===== src/include/mpfm_regs.vh =====
// Register map, field positions and reset values of the pin function mux.
// Assumes inclusion by the single design file; definitions only.
`ifndef MPFM_REGS_VH
`define MPFM_REGS_VH

// Printed register indexes (byte address is four times the index)
`define MPFM_IDX_DATA_DIR     8'h19
`define MPFM_IDX_SEL_LOW      8'h1A
`define MPFM_IDX_SEL_HIGH     8'h1B
`define MPFM_IDX_INT_STATUS   8'h30
`define MPFM_IDX_INT_ENABLE   8'h31
`define MPFM_IDX_INT_CLEAR    8'h32

// Reset values
`define MPFM_RST_DATA_DIR     8'h01
`define MPFM_RST_SEL_LOW      8'h00
`define MPFM_RST_SEL_HIGH     8'h00

// Field positions
`define MPFM_DIR_LSB          0
`define MPFM_DATA_LSB         4

// Function selector codes
`define MPFM_SEL_SDO          4'h0
`define MPFM_SEL_FIFO_FULL    4'h1
`define MPFM_SEL_READ_DONE    4'h2
`define MPFM_SEL_FILT_RDY_N   4'h3
`define MPFM_SEL_HI_THR       4'h4
`define MPFM_SEL_LO_THR       4'h5
`define MPFM_SEL_ALERT_N      4'h6
`define MPFM_SEL_PIN_DATA     4'h7
`define MPFM_SEL_SYNC_IN_N    4'h8
`define MPFM_SEL_TRIG_IN      4'h9
`define MPFM_SEL_FORBIDDEN    4'hA

// AXI response codes
`define MPFM_RESP_OKAY        2'h0
`define MPFM_RESP_SLVERR      2'h2

`endif


===== src/mpfm_top.v =====
// Four multipurpose pins: data/direction and function-select registers,
// output mux, input capture, interrupt on pin-in events, AXI4-Lite slave.
// Assumes one clock aclk; pin inputs are asynchronous and synchronised here.
// Internal source levels share aclk and are read without synchronisers.
// Host logic drives a pin only while pin_oe for it is low.
// Register bus answers one write and one read at a time.
// Byte address of each register is four times its index.
// Interrupt status, enable and clear sit at indexes 0x30 to 0x32.
// Pins at selectors 1010 and above stay undriven whatever their direction bit.
// Software must keep 1010 out of every selector field.
//
// Functional notes
// - Each pin has a data bit that sets its output level under selector 0111 and reads back its current level.
// - Each pin has a direction bit, 0 input with driver off, 1 output.
// - After reset pin 0 is an output and all other direction and data bits are 0.
// - The low selector register holds pin 1's selector in [7:4] and pin 0's in [3:0], reset 0.
// - The high selector register holds pin 3's selector in [7:4] and pin 2's in [3:0], reset 0.
// - Selector 0000 drives the pin from the configuration serial data output.
// - Selector 0001 drives the pin from the result FIFO full flag.
// - Selector 0010 drives the pin from the FIFO read-out done flag.
// - Selector 0011 drives the pin low while a filter result is ready.
// - Selector 0100 drives high-threshold detect, 0101 low-threshold detect.
// - Selector 0110 drives the pin low while the status alert is asserted.
// - Selector 0111 drives the pin from its own data bit.
// - Selector 1000 uses the pin as an active-low filter synchronisation input.
// - Selector 1001 uses the pin as an external FIFO event trigger input.
`timescale 1ns/100ps
`include "mpfm_regs.vh"

module mpfm_top (
  // Clock and reset
  input  wire        aclk,
  input  wire        aresetn,
  // AXI4-Lite write address
  input  wire [31:0] s_axi_awaddr,
  input  wire        s_axi_awvalid,
  output wire        s_axi_awready,
  // AXI4-Lite write data
  input  wire [31:0] s_axi_wdata,
  input  wire [3:0]  s_axi_wstrb,
  input  wire        s_axi_wvalid,
  output wire        s_axi_wready,
  // AXI4-Lite write response
  output wire [1:0]  s_axi_bresp,
  output wire        s_axi_bvalid,
  input  wire        s_axi_bready,
  // AXI4-Lite read address
  input  wire [31:0] s_axi_araddr,
  input  wire        s_axi_arvalid,
  output wire        s_axi_arready,
  // AXI4-Lite read data
  output wire [31:0] s_axi_rdata,
  output wire [1:0]  s_axi_rresp,
  output wire        s_axi_rvalid,
  input  wire        s_axi_rready,
  // Internal sources routed out to the pins
  input  wire        cfg_sdo,
  input  wire        fifo_full,
  input  wire        fifo_read_done,
  input  wire        filt_result_ready,
  input  wire        hi_thr_detect,
  input  wire        lo_thr_detect,
  input  wire        status_alert,
  // Functions fed from the pins
  output wire        filt_sync_n,
  output wire        fifo_ext_trigger,
  // Pins
  input  wire [3:0]  pin_in,
  output wire [3:0]  pin_out,
  output wire [3:0]  pin_oe,
  // Interrupt
  output wire        irq
);

  // Reset image of the data/direction register, split into fields below
  localparam [7:0] RST_DATA_DIR = `MPFM_RST_DATA_DIR;

  // Configuration and interrupt registers
  // Stored data bits drive selector 0111; reads show the pin level instead
  // Interrupt enable has one bit per pin, like status and clear
  reg  [3:0]  dir_ff;
  reg  [3:0]  data_ff;
  reg  [7:0]  sel_low_ff;
  reg  [7:0]  sel_high_ff;
  reg  [3:0]  int_status_ff;
  reg  [3:0]  int_enable_ff;
  reg  [3:0]  nxt_int_status;
  // Pin synchronisers and edge history
  reg  [3:0]  pin_meta_ff;
  reg  [3:0]  pin_sync_ff;
  reg  [3:0]  pin_prev_ff;
  // Pin outputs
  reg  [3:0]  pin_out_ff;
  reg  [3:0]  pin_oe_ff;
  reg         filt_sync_n_ff;
  reg         fifo_trig_ff;
  reg         irq_ff;
  // Bus handshake state
  reg         awready_ff;
  reg         wready_ff;
  reg         bvalid_ff;
  reg  [1:0]  bresp_ff;
  reg         arready_ff;
  reg         rvalid_ff;
  reg  [1:0]  rresp_ff;
  reg  [31:0] rdata_ff;
  reg  [31:0] awaddr_ff;
  reg         aw_held_ff;
  reg  [31:0] wdata_ff;
  reg  [3:0]  wstrb_ff;
  reg         w_held_ff;

  // Both selector registers as one vector, four bits per pin
  wire [15:0] sel_all = {sel_high_ff, sel_low_ff};
  wire [3:0]  pin_drive;
  wire [3:0]  pin_en;
  wire [3:0]  pin_sync_use;
  wire [3:0]  pin_trig_use;

  // Per-pin function mux
  // Selectors 0000 to 0111 name a source; anything else turns the driver off
  // Input functions need direction 0 so a pin never drives and listens at once
  // Sources are same-clock levels, registered once on the way out
  // Generated once per pin; pin n reads selector bits 4n+3 to 4n
  genvar gi;
  generate
    for (gi = 0; gi < 4; gi = gi + 1) begin : g_pin
      wire [3:0] sel = sel_all[4*gi +: 4];
      reg        src;
      reg        drv;
      always @* begin
        src = 1'b0;
        drv = 1'b1;
        case (sel)
          `MPFM_SEL_SDO:        src = cfg_sdo;
          `MPFM_SEL_FIFO_FULL:  src = fifo_full;
          `MPFM_SEL_READ_DONE:  src = fifo_read_done;
          `MPFM_SEL_FILT_RDY_N: src = ~filt_result_ready;
          `MPFM_SEL_HI_THR:     src = hi_thr_detect;
          `MPFM_SEL_LO_THR:     src = lo_thr_detect;
          `MPFM_SEL_ALERT_N:    src = ~status_alert;
          `MPFM_SEL_PIN_DATA:   src = data_ff[gi];
          default:              drv = 1'b0;
        endcase
      end
      // Driver on only for an output pin with a source function
      assign pin_drive[gi]    = src;
      assign pin_en[gi]       = dir_ff[gi] & drv;
      assign pin_sync_use[gi] = (sel == `MPFM_SEL_SYNC_IN_N) & ~dir_ff[gi];
      assign pin_trig_use[gi] = (sel == `MPFM_SEL_TRIG_IN) & ~dir_ff[gi];
    end
  endgenerate

  // Pin synchroniser and output registers
  // Only pin_sync_ff reads pin_meta_ff; everything else sees synchronised levels
  // Input functions land three edges after a pin change
  // filt_sync_n idles high so no false sync pulse leaves reset
  // Pin outputs and driver enables are registered so pins never glitch
  always @(posedge aclk) begin
    if (!aresetn) begin
      pin_meta_ff    <= 4'h0;
      pin_sync_ff    <= 4'h0;
      pin_prev_ff    <= 4'h0;
      pin_out_ff     <= 4'h0;
      pin_oe_ff      <= 4'h0;
      filt_sync_n_ff <= 1'b1;
      fifo_trig_ff   <= 1'b0;
    end else begin
      pin_meta_ff    <= pin_in;
      pin_sync_ff    <= pin_meta_ff;
      pin_prev_ff    <= pin_sync_ff;
      pin_out_ff     <= pin_drive;
      pin_oe_ff      <= pin_en;
      filt_sync_n_ff <= ~|(pin_sync_use & ~pin_sync_ff);
      fifo_trig_ff   <= |(pin_trig_use & pin_sync_ff);
    end
  end

  // Events: sync falling edge, trigger rising edge; set beats clear
  // Edge history resets low like the sync stage, so reset makes no edge
  // An edge counts only while the pin's selector and direction pick the input
  // A trigger pin counts rising edges, a sync pin falling edges
  wire [3:0] ev = (pin_sync_use & pin_prev_ff & ~pin_sync_ff) |
                  (pin_trig_use & ~pin_prev_ff & pin_sync_ff);

  // Write channel decode
  // Address and data are taken in either order and held until both are in
  // Held copies win over the bus so a released valid cannot change the target
  // Lane 0 carries all register bits; without it a write is answered but ignored
  // Unmapped indexes answer SLVERR and change nothing
  // do_wr waits for a free response slot so a second write cannot overrun it
  wire        aw_take = s_axi_awvalid & awready_ff;
  wire        w_take  = s_axi_wvalid & wready_ff;
  wire        aw_have = aw_held_ff | aw_take;
  wire        w_have  = w_held_ff | w_take;
  wire [31:0] wa      = aw_held_ff ? awaddr_ff : s_axi_awaddr;
  wire [31:0] wd      = w_held_ff ? wdata_ff : s_axi_wdata;
  wire [3:0]  ws      = w_held_ff ? wstrb_ff : s_axi_wstrb;
  wire        do_wr   = aw_have & w_have & ~bvalid_ff;
  wire [29:0] widx    = wa[31:2];
  wire        wr_ok   = (widx == {22'h0, `MPFM_IDX_DATA_DIR}) |
                        (widx == {22'h0, `MPFM_IDX_SEL_LOW}) |
                        (widx == {22'h0, `MPFM_IDX_SEL_HIGH}) |
                        (widx == {22'h0, `MPFM_IDX_INT_ENABLE}) |
                        (widx == {22'h0, `MPFM_IDX_INT_CLEAR}) |
                        (widx == {22'h0, `MPFM_IDX_INT_STATUS});
  wire        wr_lane = do_wr & ws[0];
  wire [3:0]  clr     = (wr_lane && widx == {22'h0, `MPFM_IDX_INT_CLEAR}) ?
                        wd[3:0] : 4'h0;

  // Sticky status: a clear write drops bits, a new event in the same cycle stays
  // Status itself is read-only; a write to it is answered and ignored
  // Events are computed from synchronised levels only
  always @* begin
    nxt_int_status = (int_status_ff & ~clr) | ev;
  end

  // Write path and configuration registers
  // Ready drops on a take and returns only with the response handshake
  // irq follows the next status so it rises with the status bit itself
  // Reset values of the pin fields come from the register's reset image
  always @(posedge aclk) begin
    if (!aresetn) begin
      awready_ff    <= 1'b1;
      wready_ff     <= 1'b1;
      aw_held_ff    <= 1'b0;
      w_held_ff     <= 1'b0;
      awaddr_ff     <= 32'h0;
      wdata_ff      <= 32'h0;
      wstrb_ff      <= 4'h0;
      bvalid_ff     <= 1'b0;
      bresp_ff      <= `MPFM_RESP_OKAY;
      dir_ff        <= RST_DATA_DIR[`MPFM_DIR_LSB +: 4];
      data_ff       <= RST_DATA_DIR[`MPFM_DATA_LSB +: 4];
      sel_low_ff    <= `MPFM_RST_SEL_LOW;
      sel_high_ff   <= `MPFM_RST_SEL_HIGH;
      int_status_ff <= 4'h0;
      int_enable_ff <= 4'h0;
      irq_ff        <= 1'b0;
    end else begin
      int_status_ff <= nxt_int_status;
      irq_ff        <= |(nxt_int_status & int_enable_ff);
      // Address taken; held until the data is in
      if (aw_take) begin
        awaddr_ff  <= s_axi_awaddr;
        aw_held_ff <= 1'b1;
        awready_ff <= 1'b0;
      end
      // Data and strobes taken; held until the address is in
      if (w_take) begin
        wdata_ff  <= s_axi_wdata;
        wstrb_ff  <= s_axi_wstrb;
        w_held_ff <= 1'b1;
        wready_ff <= 1'b0;
      end
      // Both halves in: apply, answer and release the holds
      if (do_wr) begin
        aw_held_ff <= 1'b0;
        w_held_ff  <= 1'b0;
        bvalid_ff  <= 1'b1;
        bresp_ff   <= wr_ok ? `MPFM_RESP_OKAY : `MPFM_RESP_SLVERR;
        if (wr_lane) begin
          case (widx)
            {22'h0, `MPFM_IDX_DATA_DIR}: begin
              dir_ff  <= wd[`MPFM_DIR_LSB +: 4];
              data_ff <= wd[`MPFM_DATA_LSB +: 4];
            end
            {22'h0, `MPFM_IDX_SEL_LOW}:   sel_low_ff    <= wd[7:0];
            {22'h0, `MPFM_IDX_SEL_HIGH}:  sel_high_ff   <= wd[7:0];
            {22'h0, `MPFM_IDX_INT_ENABLE}: int_enable_ff <= wd[3:0];
            default: ;
          endcase
        end
      end
      // Response accepted: open both channels again
      if (bvalid_ff && s_axi_bready) begin
        bvalid_ff  <= 1'b0;
        awready_ff <= 1'b1;
        wready_ff  <= 1'b1;
      end
    end
  end

  // Pin level readback: driven level while pin_oe is set, synchronised input else
  // Readback of an input pin lags the pin by the two synchroniser stages
  // Pins with pin_oe set read back the level they are being driven to
  wire [3:0] pin_level = (pin_oe_ff & pin_out_ff) | (~pin_oe_ff & pin_sync_ff);
  wire [29:0] ridx = s_axi_araddr[31:2];

  // Read path
  // Data is captured at the address take and held until rready
  // The clear register reads zero; unmapped indexes answer SLVERR with zero data
  // arready stays low while rvalid stands, so rdata cannot change under it
  always @(posedge aclk) begin
    if (!aresetn) begin
      arready_ff <= 1'b1;
      rvalid_ff  <= 1'b0;
      rresp_ff   <= `MPFM_RESP_OKAY;
      rdata_ff   <= 32'h0;
    end else begin
      if (s_axi_arvalid && arready_ff) begin
        arready_ff <= 1'b0;
        rvalid_ff  <= 1'b1;
        rresp_ff   <= `MPFM_RESP_OKAY;
        case (ridx)
          {22'h0, `MPFM_IDX_DATA_DIR}:   rdata_ff <= {24'h0, pin_level, dir_ff};
          {22'h0, `MPFM_IDX_SEL_LOW}:    rdata_ff <= {24'h0, sel_low_ff};
          {22'h0, `MPFM_IDX_SEL_HIGH}:   rdata_ff <= {24'h0, sel_high_ff};
          {22'h0, `MPFM_IDX_INT_STATUS}: rdata_ff <= {28'h0, int_status_ff};
          {22'h0, `MPFM_IDX_INT_ENABLE}: rdata_ff <= {28'h0, int_enable_ff};
          {22'h0, `MPFM_IDX_INT_CLEAR}:  rdata_ff <= 32'h0;
          default: begin
            rdata_ff <= 32'h0;
            rresp_ff <= `MPFM_RESP_SLVERR;
          end
        endcase
      end
      // Data accepted: take the next address
      if (rvalid_ff && s_axi_rready) begin
        rvalid_ff  <= 1'b0;
        arready_ff <= 1'b1;
      end
    end
  end

  // Output assignments straight from flip-flops
  // No logic between these flip-flops and the pins keeps output timing clean
  // Bus outputs follow the handshake registers directly
  assign s_axi_awready    = awready_ff;
  assign s_axi_wready     = wready_ff;
  assign s_axi_bvalid     = bvalid_ff;
  assign s_axi_bresp      = bresp_ff;
  assign s_axi_arready    = arready_ff;
  assign s_axi_rvalid     = rvalid_ff;
  assign s_axi_rresp      = rresp_ff;
  assign s_axi_rdata      = rdata_ff;
  assign pin_out          = pin_out_ff;
  assign pin_oe           = pin_oe_ff;
  assign filt_sync_n      = filt_sync_n_ff;
  assign fifo_ext_trigger = fifo_trig_ff;
  assign irq              = irq_ff;

endmodule


===== config.mk =====
export PLATFORM = sky130hd
export DESIGN_NAME = mpfm_top
export DESIGN_NICKNAME = d
export VERILOG_FILES = /design/src/mpfm_top.v
export VERILOG_INCLUDE_DIRS = /design/src /design/src/include
export SDC_FILE = /design/constraint.sdc
export NUM_CORES = 1
export LEC_CHECK = 0
export BUFFER_PORTS_ARGS = -buffer_cell sky130_fd_sc_hd__buf_4
export CORE_ASPECT_RATIO = 1.4
export CORE_MARGIN = 2
export CORE_UTILIZATION = 46
export CTS_CLUSTER_DIAMETER = 50
export DETAILED_ROUTE_END_ITERATION = 8
export PLACE_DENSITY = 0.76
export SYNTH_ARGS = -nofsm -noshare
export SYNTH_HDL_FRONTEND = slang
export SYNTH_SLANG_ARGS = --single-unit

===== constraint.sdc =====
create_clock -name aclk -period 2 [get_ports aclk]
set_clock_uncertainty 0.05 [all_clocks]
set_input_delay 0.4 -clock aclk [delete_from_list [all_inputs] [get_ports aclk]]
set_output_delay 0.4 -clock aclk [all_outputs]
set_load 0.01 [all_outputs]

==> results of run 1 <==
cell usage after synthesis, types with 3 or more instances:
library cell	instances	area [µm²]
and2_1	15	93.8
mux2_2	13	146
mux2i_1	36	360
o22ai_1	7	43.8
dfxtp_1	111	2220
a211oi_1	8	60.1
a21oi_1	58	290
nand3_1	7	35.0
a22o_1	4	35.0
a21o_1	4	30.0
nor4b_1	5	43.8
nor3b_1	6	45.0
or3b_2	5	43.8
nand4_1	5	31.3
nor2b_1	5	31.3
nand3_2	3	30.0
nor3_1	16	80.1
a31oi_1	8	50.1
nor4_1	12	75.1
nand3b_1	4	30.0
nor2_1	20	75.1
buf_4	27	203
o21ai_0	16	80.1
mux4_2	3	67.6
clkbuf_1	27	101
buf_1	3	11.3
nand2_1	146	548
a22oi_1	4	30.0
or4b_2	4	40.0
inv_1	11	41.3
cell families after synthesis:
group	synth area share, %
and+or+nand+nor	24.3
AOI/OAI and AO/OA	14.8
DFF	42.3
buffers and inverters	7.11
muxes	11.4
other	0.0715
critical path: stages (launching register included):
cell	delay, ns
dfxtp_2	0.38
nor4_2	0.31
nand3_1	0.17
a221oi_4	0.32
buf_6	0.18
nand3_2	0.09
buf_12	0.16
mux2i_1	0.12
registers in the layout (all words and copies together) (netlist names), 4 cells and up:
name,cells
awaddr_ff,30
dir_ff,4
pin_out,4
sel_high_ff,8
int_enable_ff,4
pin_oe,4
pin_sync_ff,4
pin_prev_ff,4
pin_meta_ff,4
wdata_ff,8
data_ff,4
s_axi_rdata,8
sel_low_ff,8
int_status_ff,4
metal layers:
metal | track usage (%) | share of wire, % | vias up
met1 | 22.7 | 36 | 2285
met3 | 4.07 | 5.6 | 29
met2 | 42.2 | 56 | 181
met5 | 0 | 0 | -
met4 | 8.61 | 2.4 | 0
li1 | - | - | 2361
timing repair:
action,4_1_cts,5_1_grt
gates resized for setup,3,7
pin swaps,0,1
setup endpoints to repair,20,33
power by group through the flow:
| stage | Clock, mW | Sequential (mW) | Combinational [mW] |
|---|---|---|---|
| 2_1_floorplan | 0 | 2.38 | 0.363 |
| 6_report | 1.89 | 2.34 | 0.596 |
| 4_1_cts | 1.91 | 2.34 | 0.594 |
| 3_3_place_gp | 0 | 2.39 | 0.574 |
| 3_5_place_dp | 0 | 2.39 | 0.591 |
| 5_1_grt | 2.01 | 2.35 | 0.659 |
per-stage QoR:
step | utilization [%] | power (mW) | instance area [µm²]
after floorplan | - | 2.74 | 5340
after global placement | 55.6 | 2.96 | 6240
after detailed placement | 55.6 | 2.98 | 6240
after CTS | 58.6 | 4.84 | 6580
after global routing | 58.9 | 5.02 | 6610
final | 58.9 | 4.83 | 6610
layout make-up:
cell class                      count  area, µm²
Inverter                           11       41.3
Tap cell                          144        180
Multi-Input combinational cell    465       2790
Clock buffer                       10        239
Sequential cell                   111       2220
Fill cell                        1003       4620
Clock inverter                      6       76.3
Timing Repair Buffer              137       1060
worst max-delay path by stage:
stage / from / endpoint / slack, ns / depth (start not counted)
after floorplan: sel_high_ff[1] / irq / 0.14 / 5
after global placement: s_axi_awaddr[10] / sel_high_ff[0] / -0.06 / 7
after detailed placement: s_axi_awaddr[18] / sel_high_ff[5] / -0.18 / 7
after CTS: aw_held_ff / sel_high_ff[5] / -0.02 / 6
after global routing: aw_held_ff / sel_high_ff[0] / 0.007 / 7
final: aw_held_ff / dir_ff[3] / 0.10 / 7
==> flow_summary.ini, run 1 <==
[run_status]
status = finished clean

[drt]
routed_via_density = 5.49
wl_per_cell_um = 15.2
ant_nets = 0
num_vias = 4856
drc = 0
drtIter0Drc = 264
routed_wirelength_mm = 13.5
first_pass_iters = 7

[logic_synthesis]
ys_seq_area_share_pct = 42.3
syn_area_um2 = 5250
synth-main-ff-cell = dfxtp_1
synth_edf_count = 0
synth_cell_types = 54
ys_ff_latch = 111
postSynthCellCount = 621
yosys_warnings = 0
syn_avg_cell_area_um2 = 8.45
synthArstFlopShare_pct = 0

[min_path]
worstHoldEndpoint = pin_meta_ff[1]
hp-start = pin_in[1]
holdPathStages = 2
hp-class = in2reg

[finish]
final_common_cell = nand2_1
syn_to_final_growth_pct = 25.9
final_layout_size_suffix_gt1_share_pct = 26.2
final_cells = 884
diodes = 0
layout.nets = 853
layout_common_cells = nand2_1, buf_4, dfxtp_1

[sta]
setup_slack_ns = 0.104
fmax_ghz = 0.527
period_minus_slack_ns = 1.90
setup-violations-final = 0
fin_tns_setup_ns = 0
rsz0062_at_grt = false
min_period_over_period_pct = 94.8
final_max_slew_viol_count = 0
hold_viol = 0
hold_ws_ns = 0.208

[global_routing]
grt_use_total_pct = 21.7
gr-total-overflow = 0
antenna_found_initial = 0
grt_first_pass_wirelength_mm = 21.4
grt_max_degree = 45
grt_pass1_vias = 4766

[critical_path]
worst_setup_path_start_kind = flip-flop
reg2reg_slack_ns = 0.10
r2r-start = aw_held_ff
required_ns = 2.18
endpoint_kind = flip-flop
arrival_ns = 2.07
critPathKind = reg2reg
crit_fanout = 8
rr_worst_depth = 7
rr_endpoint = dir_ff[3]

[placed_design]
dp_hpwl_mm = 10.2
place_inst = 868
place_congestion = 0.843
portBuffers = 112
dpl_worst_slack_ns = -0.182

[cts]
clk_latency_ns = 0.35
cts-root-buf = clkbuf_16
cts_buffers = 9
ctsHtreeMaxLevel = 3
clock_path_buffers = 2
postCtsSetupRepairBufs = 0
cts_tree = built
clkSinkCount = 111
clkTransAtPathRegs_ns = 0.07
postCtsHoldBufs = 0

[job]
drv_cap = 0

[floorplanning]
initial_core_util_pct = 46.8
die_w_um = 94.3
die_h_um = 130
std_cell_rows = 46
die-area_um2 = 12300
core_um2 = 11200
ioPinCount = 170

[power]
p_int_mw = 3.59
p_comb_share_pct = 12.4
p_clk_share_pct = 39.2
ir_worst_vdd_mv = 0.573
p_per_area_nw_per_um2 = 730
p_switching_mw = 1.23
p_leak_nw = 2.78
switching_share_pct = 25.5
seqPwrFrac_pct = 48.5
No activity file was read; power rests on OpenSTA's default activity.
==> inputs of run 2 (changes only) <==
--- a/config.mk
+++ b/config.mk
@@ -8,9 +8,8 @@
 export LEC_CHECK = 0
 export BUFFER_PORTS_ARGS = -buffer_cell sky130_fd_sc_hd__buf_4
 export CORE_ASPECT_RATIO = 1.4
-export CORE_MARGIN = 2
+export CORE_MARGIN = 5
 export CORE_UTILIZATION = 46
-export CTS_CLUSTER_DIAMETER = 50
 export DETAILED_ROUTE_END_ITERATION = 8
 export PLACE_DENSITY = 0.76
 export SYNTH_ARGS = -nofsm -noshare
==> run 2 against run 1 <==
Worst hold slack got worse by 0.0069 ns. Fmax decreased by 3.0%. Total power fell by 3.4%. Largest power group unchanged. Count of clock-buffer cells in the layout down 1. Via count down 0.97%. Non-clock buffer count rose by 2. Flip-flop and latch count did not move. Register-to-register slack worse by 0.06 ns. Combinational power grew 1%.
==> flow_summary.ini, run 2 (synthesis gave the netlist of run 1 again) <==
[run_status]
status = finished clean

[floorplanning]
die_w_um = 100
die-area_um2 = 13700
die_h_um = 136
std_cell_rows = 46
initial_core_util_pct = 46.5
core_um2 = 11300
ioPinCount = 170

[global_routing]
grt_max_degree = 50
gr-total-overflow = 0
grt_pass1_vias = 4768
antenna_found_initial = 0
grt_use_total_pct = 19.9
grt_first_pass_wirelength_mm = 22.2

[cts]
cts_tree = built
clock_path_buffers = 2
postCtsHoldBufs = 0
clk_latency_ns = 0.35
clkSinkCount = 111
ctsHtreeMaxLevel = 3
clkTransAtPathRegs_ns = 0.08
cts_buffers = 9
cts-root-buf = clkbuf_16
postCtsSetupRepairBufs = 0

[finish]
largest-register = awaddr_ff
layout_common_cells = nand2_1, buf_4, dfxtp_1
layout.nets = 855
largest_reg_flops = 30
final_common_cell = nand2_1
final_layout_size_suffix_gt1_share_pct = 26.7
fin_util_pct = 58.5
final_cells = 886
diodes = 0
syn_to_final_growth_pct = 25.8

[sta]
setup-violations-final = 0
timing.slew.headroom_pct = 61.6
final_max_slew_viol_count = 0
min_period_over_period_pct = 97.7
hold_viol = 0
worst_pin_slew_ns = 0.575
period_minus_slack_ns = 1.95
fmax_ghz = 0.512

[drt]
first_pass_iters = 5
wl_per_cell_um = 15.6
drtIter0Drc = 213
num_vias = 4809
drc = 0
routed_via_density = 5.43
ant_nets = 0
routed_wirelength_mm = 13.8

[critical_path]
required_ns = 2.23
crit_fanout = 3
arrival_ns = 2.18
worst_setup_path_start_kind = flip-flop
endpoint_kind = flip-flop
critPathKind = reg2reg

[placed_design]
portBuffers = 112
dp_hpwl_mm = 10.7
place_congestion = 0.844
place_inst = 870

[power]
switching_share_pct = 26.2
p_leak_nw = 2.77
p_clk_share_pct = 36.8
total_power_mw = 4.66
p_comb_share_pct = 12.9
ir_worst_vdd_mv = 0.392
p_int_mw = 3.44
seqPwrFrac_pct = 50.2
p_per_area_nw_per_um2 = 706
p_switching_mw = 1.22

[min_path]
hp-class = in2reg

[job]
drv_cap = 0
run 2: cell count changes in the layout (fill, tap and decap cells not counted), sizes merged:
| cell | change |
|---|---|
| inv | +2 |
| buf | +2 |
| bufinv | -1 |
| clkbuf | -1 |
run 2: final timing paths:
path | from | endpoint | cells after the start | slack [ns]
setup / recovery | sel_high_ff[1] | irq | 5 | 0.05
hold / removal | s_axi_wvalid | s_axi_wready | 2 | 0.20
setup reg to reg | sel_high_ff[1] | irq | 5 | 0.05
hold reg to reg | pin_meta_ff[1] | pin_sync_ff[1] | 1 | 0.38
run 2: area by class of cell:
type                            count  area (µm²)
Multi-Input combinational cell    465        2810
Inverter                           11        41.3
Sequential cell                   111        2220
Fill cell                         986        4680
Tap cell                          144         180
Clock buffer                        9         225
Timing Repair Buffer              139        1060
Clock inverter                      7        61.3
run 2: power groups by stage:
stage / registers [mW] / clock network [mW] / logic [mW]
final: 2.34 / 1.72 / 0.602
after detailed placement: 2.39 / 0 / 0.594
after global routing: 2.35 / 1.86 / 0.667
after floorplan: 2.38 / 0 / 0.363
after global placement: 2.39 / 0 / 0.577
after CTS: 2.34 / 1.76 / 0.597
run 2: worst max-delay path: stages, from the launching register on:
cell and delay (ns):
dfxtp_1 0.32, or4b_2 0.73, a21o_4 0.24, a21o_2 0.22, o2111ai_2 0.20, o2bb2ai_1 0.12
run 2: through the flow:
stage	TNS [ns]	hold slack, ns	area [µm²]	setup slack [ns]
floorplan	0	0.362	5340	0.139
global placement	-0.613	0.365	6250	-0.0413
detailed placement	-2.12	0.367	6250	-0.0987
CTS	0	0.191	6560	0.00403
global route	-0.0188	0.205	6600	-0.0153
finish	0	0.201	6600	0.0460
run 2: per-layer routing:
metal	part of all wire, %	vias to the layer above	GRT usage [%]
met5	0	-	0
met2	54	171	37.8
met4	2.4	0	6.22
met3	7.2	30	4.88
li1	-	2365	-
met1	36	2243	21.4
run 2: repair_timing:
item                       4_1_cts  5_1_grt
cloned                           0        0
resized for setup                5        8
setup endpoints to repair       27       33
==> inputs of run 3 (changes only) <==
--- a/config.mk
+++ b/config.mk
@@ -8,10 +8,9 @@
 export LEC_CHECK = 0
 export BUFFER_PORTS_ARGS = -buffer_cell sky130_fd_sc_hd__buf_4
 export CORE_ASPECT_RATIO = 1.4
-export CORE_MARGIN = 5
-export CORE_UTILIZATION = 46
+export CORE_UTILIZATION = 51
 export DETAILED_ROUTE_END_ITERATION = 8
-export PLACE_DENSITY = 0.76
+export PLACE_DENSITY = 0.8
 export SYNTH_ARGS = -nofsm -noshare
 export SYNTH_HDL_FRONTEND = slang
 export SYNTH_SLANG_ARGS = --single-unit
==> constraint.sdc (replaced) <==
create_clock -name aclk -period 2.15 [get_ports aclk]
set_clock_uncertainty 0.05 [all_clocks]
set_input_delay 0.43 -clock aclk [delete_from_list [all_inputs] [get_ports aclk]]
set_output_delay 0.43 -clock aclk [all_outputs]
set_load 0.01 [all_outputs]
==> run 3 against run 2 <==
Fmax shrank 1.6%. Count of clock-buffer cells in the layout unchanged. Die area fell by 22%. Design area down 2.0%. Register-to-register slack improved by 0.12 ns. Total power shrank 7.5%. Utilization rose by 6.5 points. Critical endpoint unchanged. Largest power group unchanged.
==> flow_summary.ini, run 3 (synthesis gave the netlist of run 1 again) <==
[sta]
fin_tns_setup_ns = 0
setup-violations-final = 0
period_minus_slack_ns = 1.98
fmax_ghz = 0.504
rsz0062_at_grt = false
setup_slack_ns = 0.165
timing.slew.headroom_pct = 63.2
hold_ws_ns = 0.230
final_max_slew_viol_count = 0
worst_pin_slew_ns = 0.551
hold_viol = 0
min_period_over_period_pct = 92.3

[placed_design]
dp_hpwl_mm = 9.96
portBuffers = 112
dpl_worst_slack_ns = -0.0976
place_congestion = 0.845
dpl_cell_area_um2 = 6140
place_inst = 850

[drt]
drtIter0Drc = 405
drc = 0
num_vias = 4843
wl_per_cell_um = 15.3
routed_via_density = 5.59
ant_nets = 0
routed_wirelength_mm = 13.3
first_pass_iters = 5

[finish]
layout.nets = 845
layout_common_cells = nand2_1, buf_4, dfxtp_1
design_area_um2 = 6470
diodes = 0
final_common_cell = nand2_1
final_cells = 867
syn_to_final_growth_pct = 23.3
largest_reg_flops = 30
largest-register = awaddr_ff
final_layout_size_suffix_gt1_share_pct = 24.9
nFillCells = 833
fin_util_pct = 65.0

[cts]
postCtsHoldBufs = 0
cts_tree = built
cts_buffers = 9
cts-root-buf = clkbuf_16
clkSinkCount = 111
clock_path_buffers = 2
ctsHtreeMaxLevel = 3
clkTransAtPathRegs_ns = 0.07
clk_latency_ns = 0.35

[global_routing]
grt_pass1_vias = 4661
grt_first_pass_wirelength_mm = 20.8
antenna_found_initial = 0
grt_use_total_pct = 25.2
gr-total-overflow = 0
grt_max_degree = 31

[min_path]
hp-class = in2reg

[critical_path]
crit_fanout = 5
arrival_ns = 2.22
worst_setup_path_start_kind = flip-flop
required_ns = 2.38
critPathKind = reg2reg
endpoint_kind = flip-flop

[floorplanning]
initial_core_util_pct = 52.7
std_cell_rows = 43
die_w_um = 87.7
die-area_um2 = 10700
core_um2 = 9950
die_h_um = 122
ioPinCount = 170

[power]
ir_worst_vdd_mv = 0.429
p_leak_nw = 2.70
p_per_area_nw_per_um2 = 666
total_power_mw = 4.31

[job]
drv_cap = 0

[run_status]
status = finished clean
## run 3: cell types whose count changed in the layout (fill, tap and decap cells not counted), moves of 2 or more
cell	previous run	this run
nor4b_2	2	0
nor4b_1	3	5
inv_6	3	1
buf_4	137	128
## run 3: repair_timing
| item | 4_1_cts | 5_1_grt |
|---|---|---|
| setup buffers | 0 | 1 |
| setup endpoints to repair | 24 | 33 |
| pin swaps | 0 | 1 |
| resized for setup | 0 | 5 |
## run 3: path summary, 6_finish.rpt
kind	slack [ns]	start	cells after the start	endpoint
hold / removal	0.23	pin_in[3]	2	pin_meta_ff[3]
setup reg to reg	0.17	sel_high_ff[3]	5	irq
hold reg to reg	0.38	pin_meta_ff[2]	1	pin_sync_ff[2]
setup / recovery	0.17	sel_high_ff[3]	5	irq
## run 3: layout make-up
class | instances | area [µm²] | area share, %
multi-input combinational | 465 | 2780 | 42.9
sequential | 111 | 2220 | 34.4
timing repair buffer | 129 | 981 | 15.2
clock buffer | 9 | 225 | 3.48
tap | 135 | 169 | 2.61
clock inverter | 7 | 56.3 | 0.870
inverter | 11 | 41.3 | 0.638
## run 3: critical path: stages, from the launching register on
cell	delay, ns
dfxtp_1	0.41
or4b_2	0.66
a21o_2	0.25
a21o_2	0.22
o2111ai_1	0.20
o2bb2ai_1	0.14
## run 3: report_power, final
| group | switching [mW] | internal, mW |
|---|---|---|
| logic | 0.289 | 0.258 |
| clock network | 0.786 | 0.798 |
| registers | 0.0535 | 2.13 |
| total | 1.13 | 3.18 |
## run 3: metal layers
| layer | global-route usage (%) | vias up | routed length, µm |
|---|---|---|---|
| met3 | 3.73 | 37 | 790 |
| met4 | 15.8 | 0 | 578 |
| li1 | - | 2348 | - |
| met1 | 25.9 | 2265 | 4850 |
| met5 | 0 | - | 0 |
| met2 | 46.6 | 193 | 7040 |
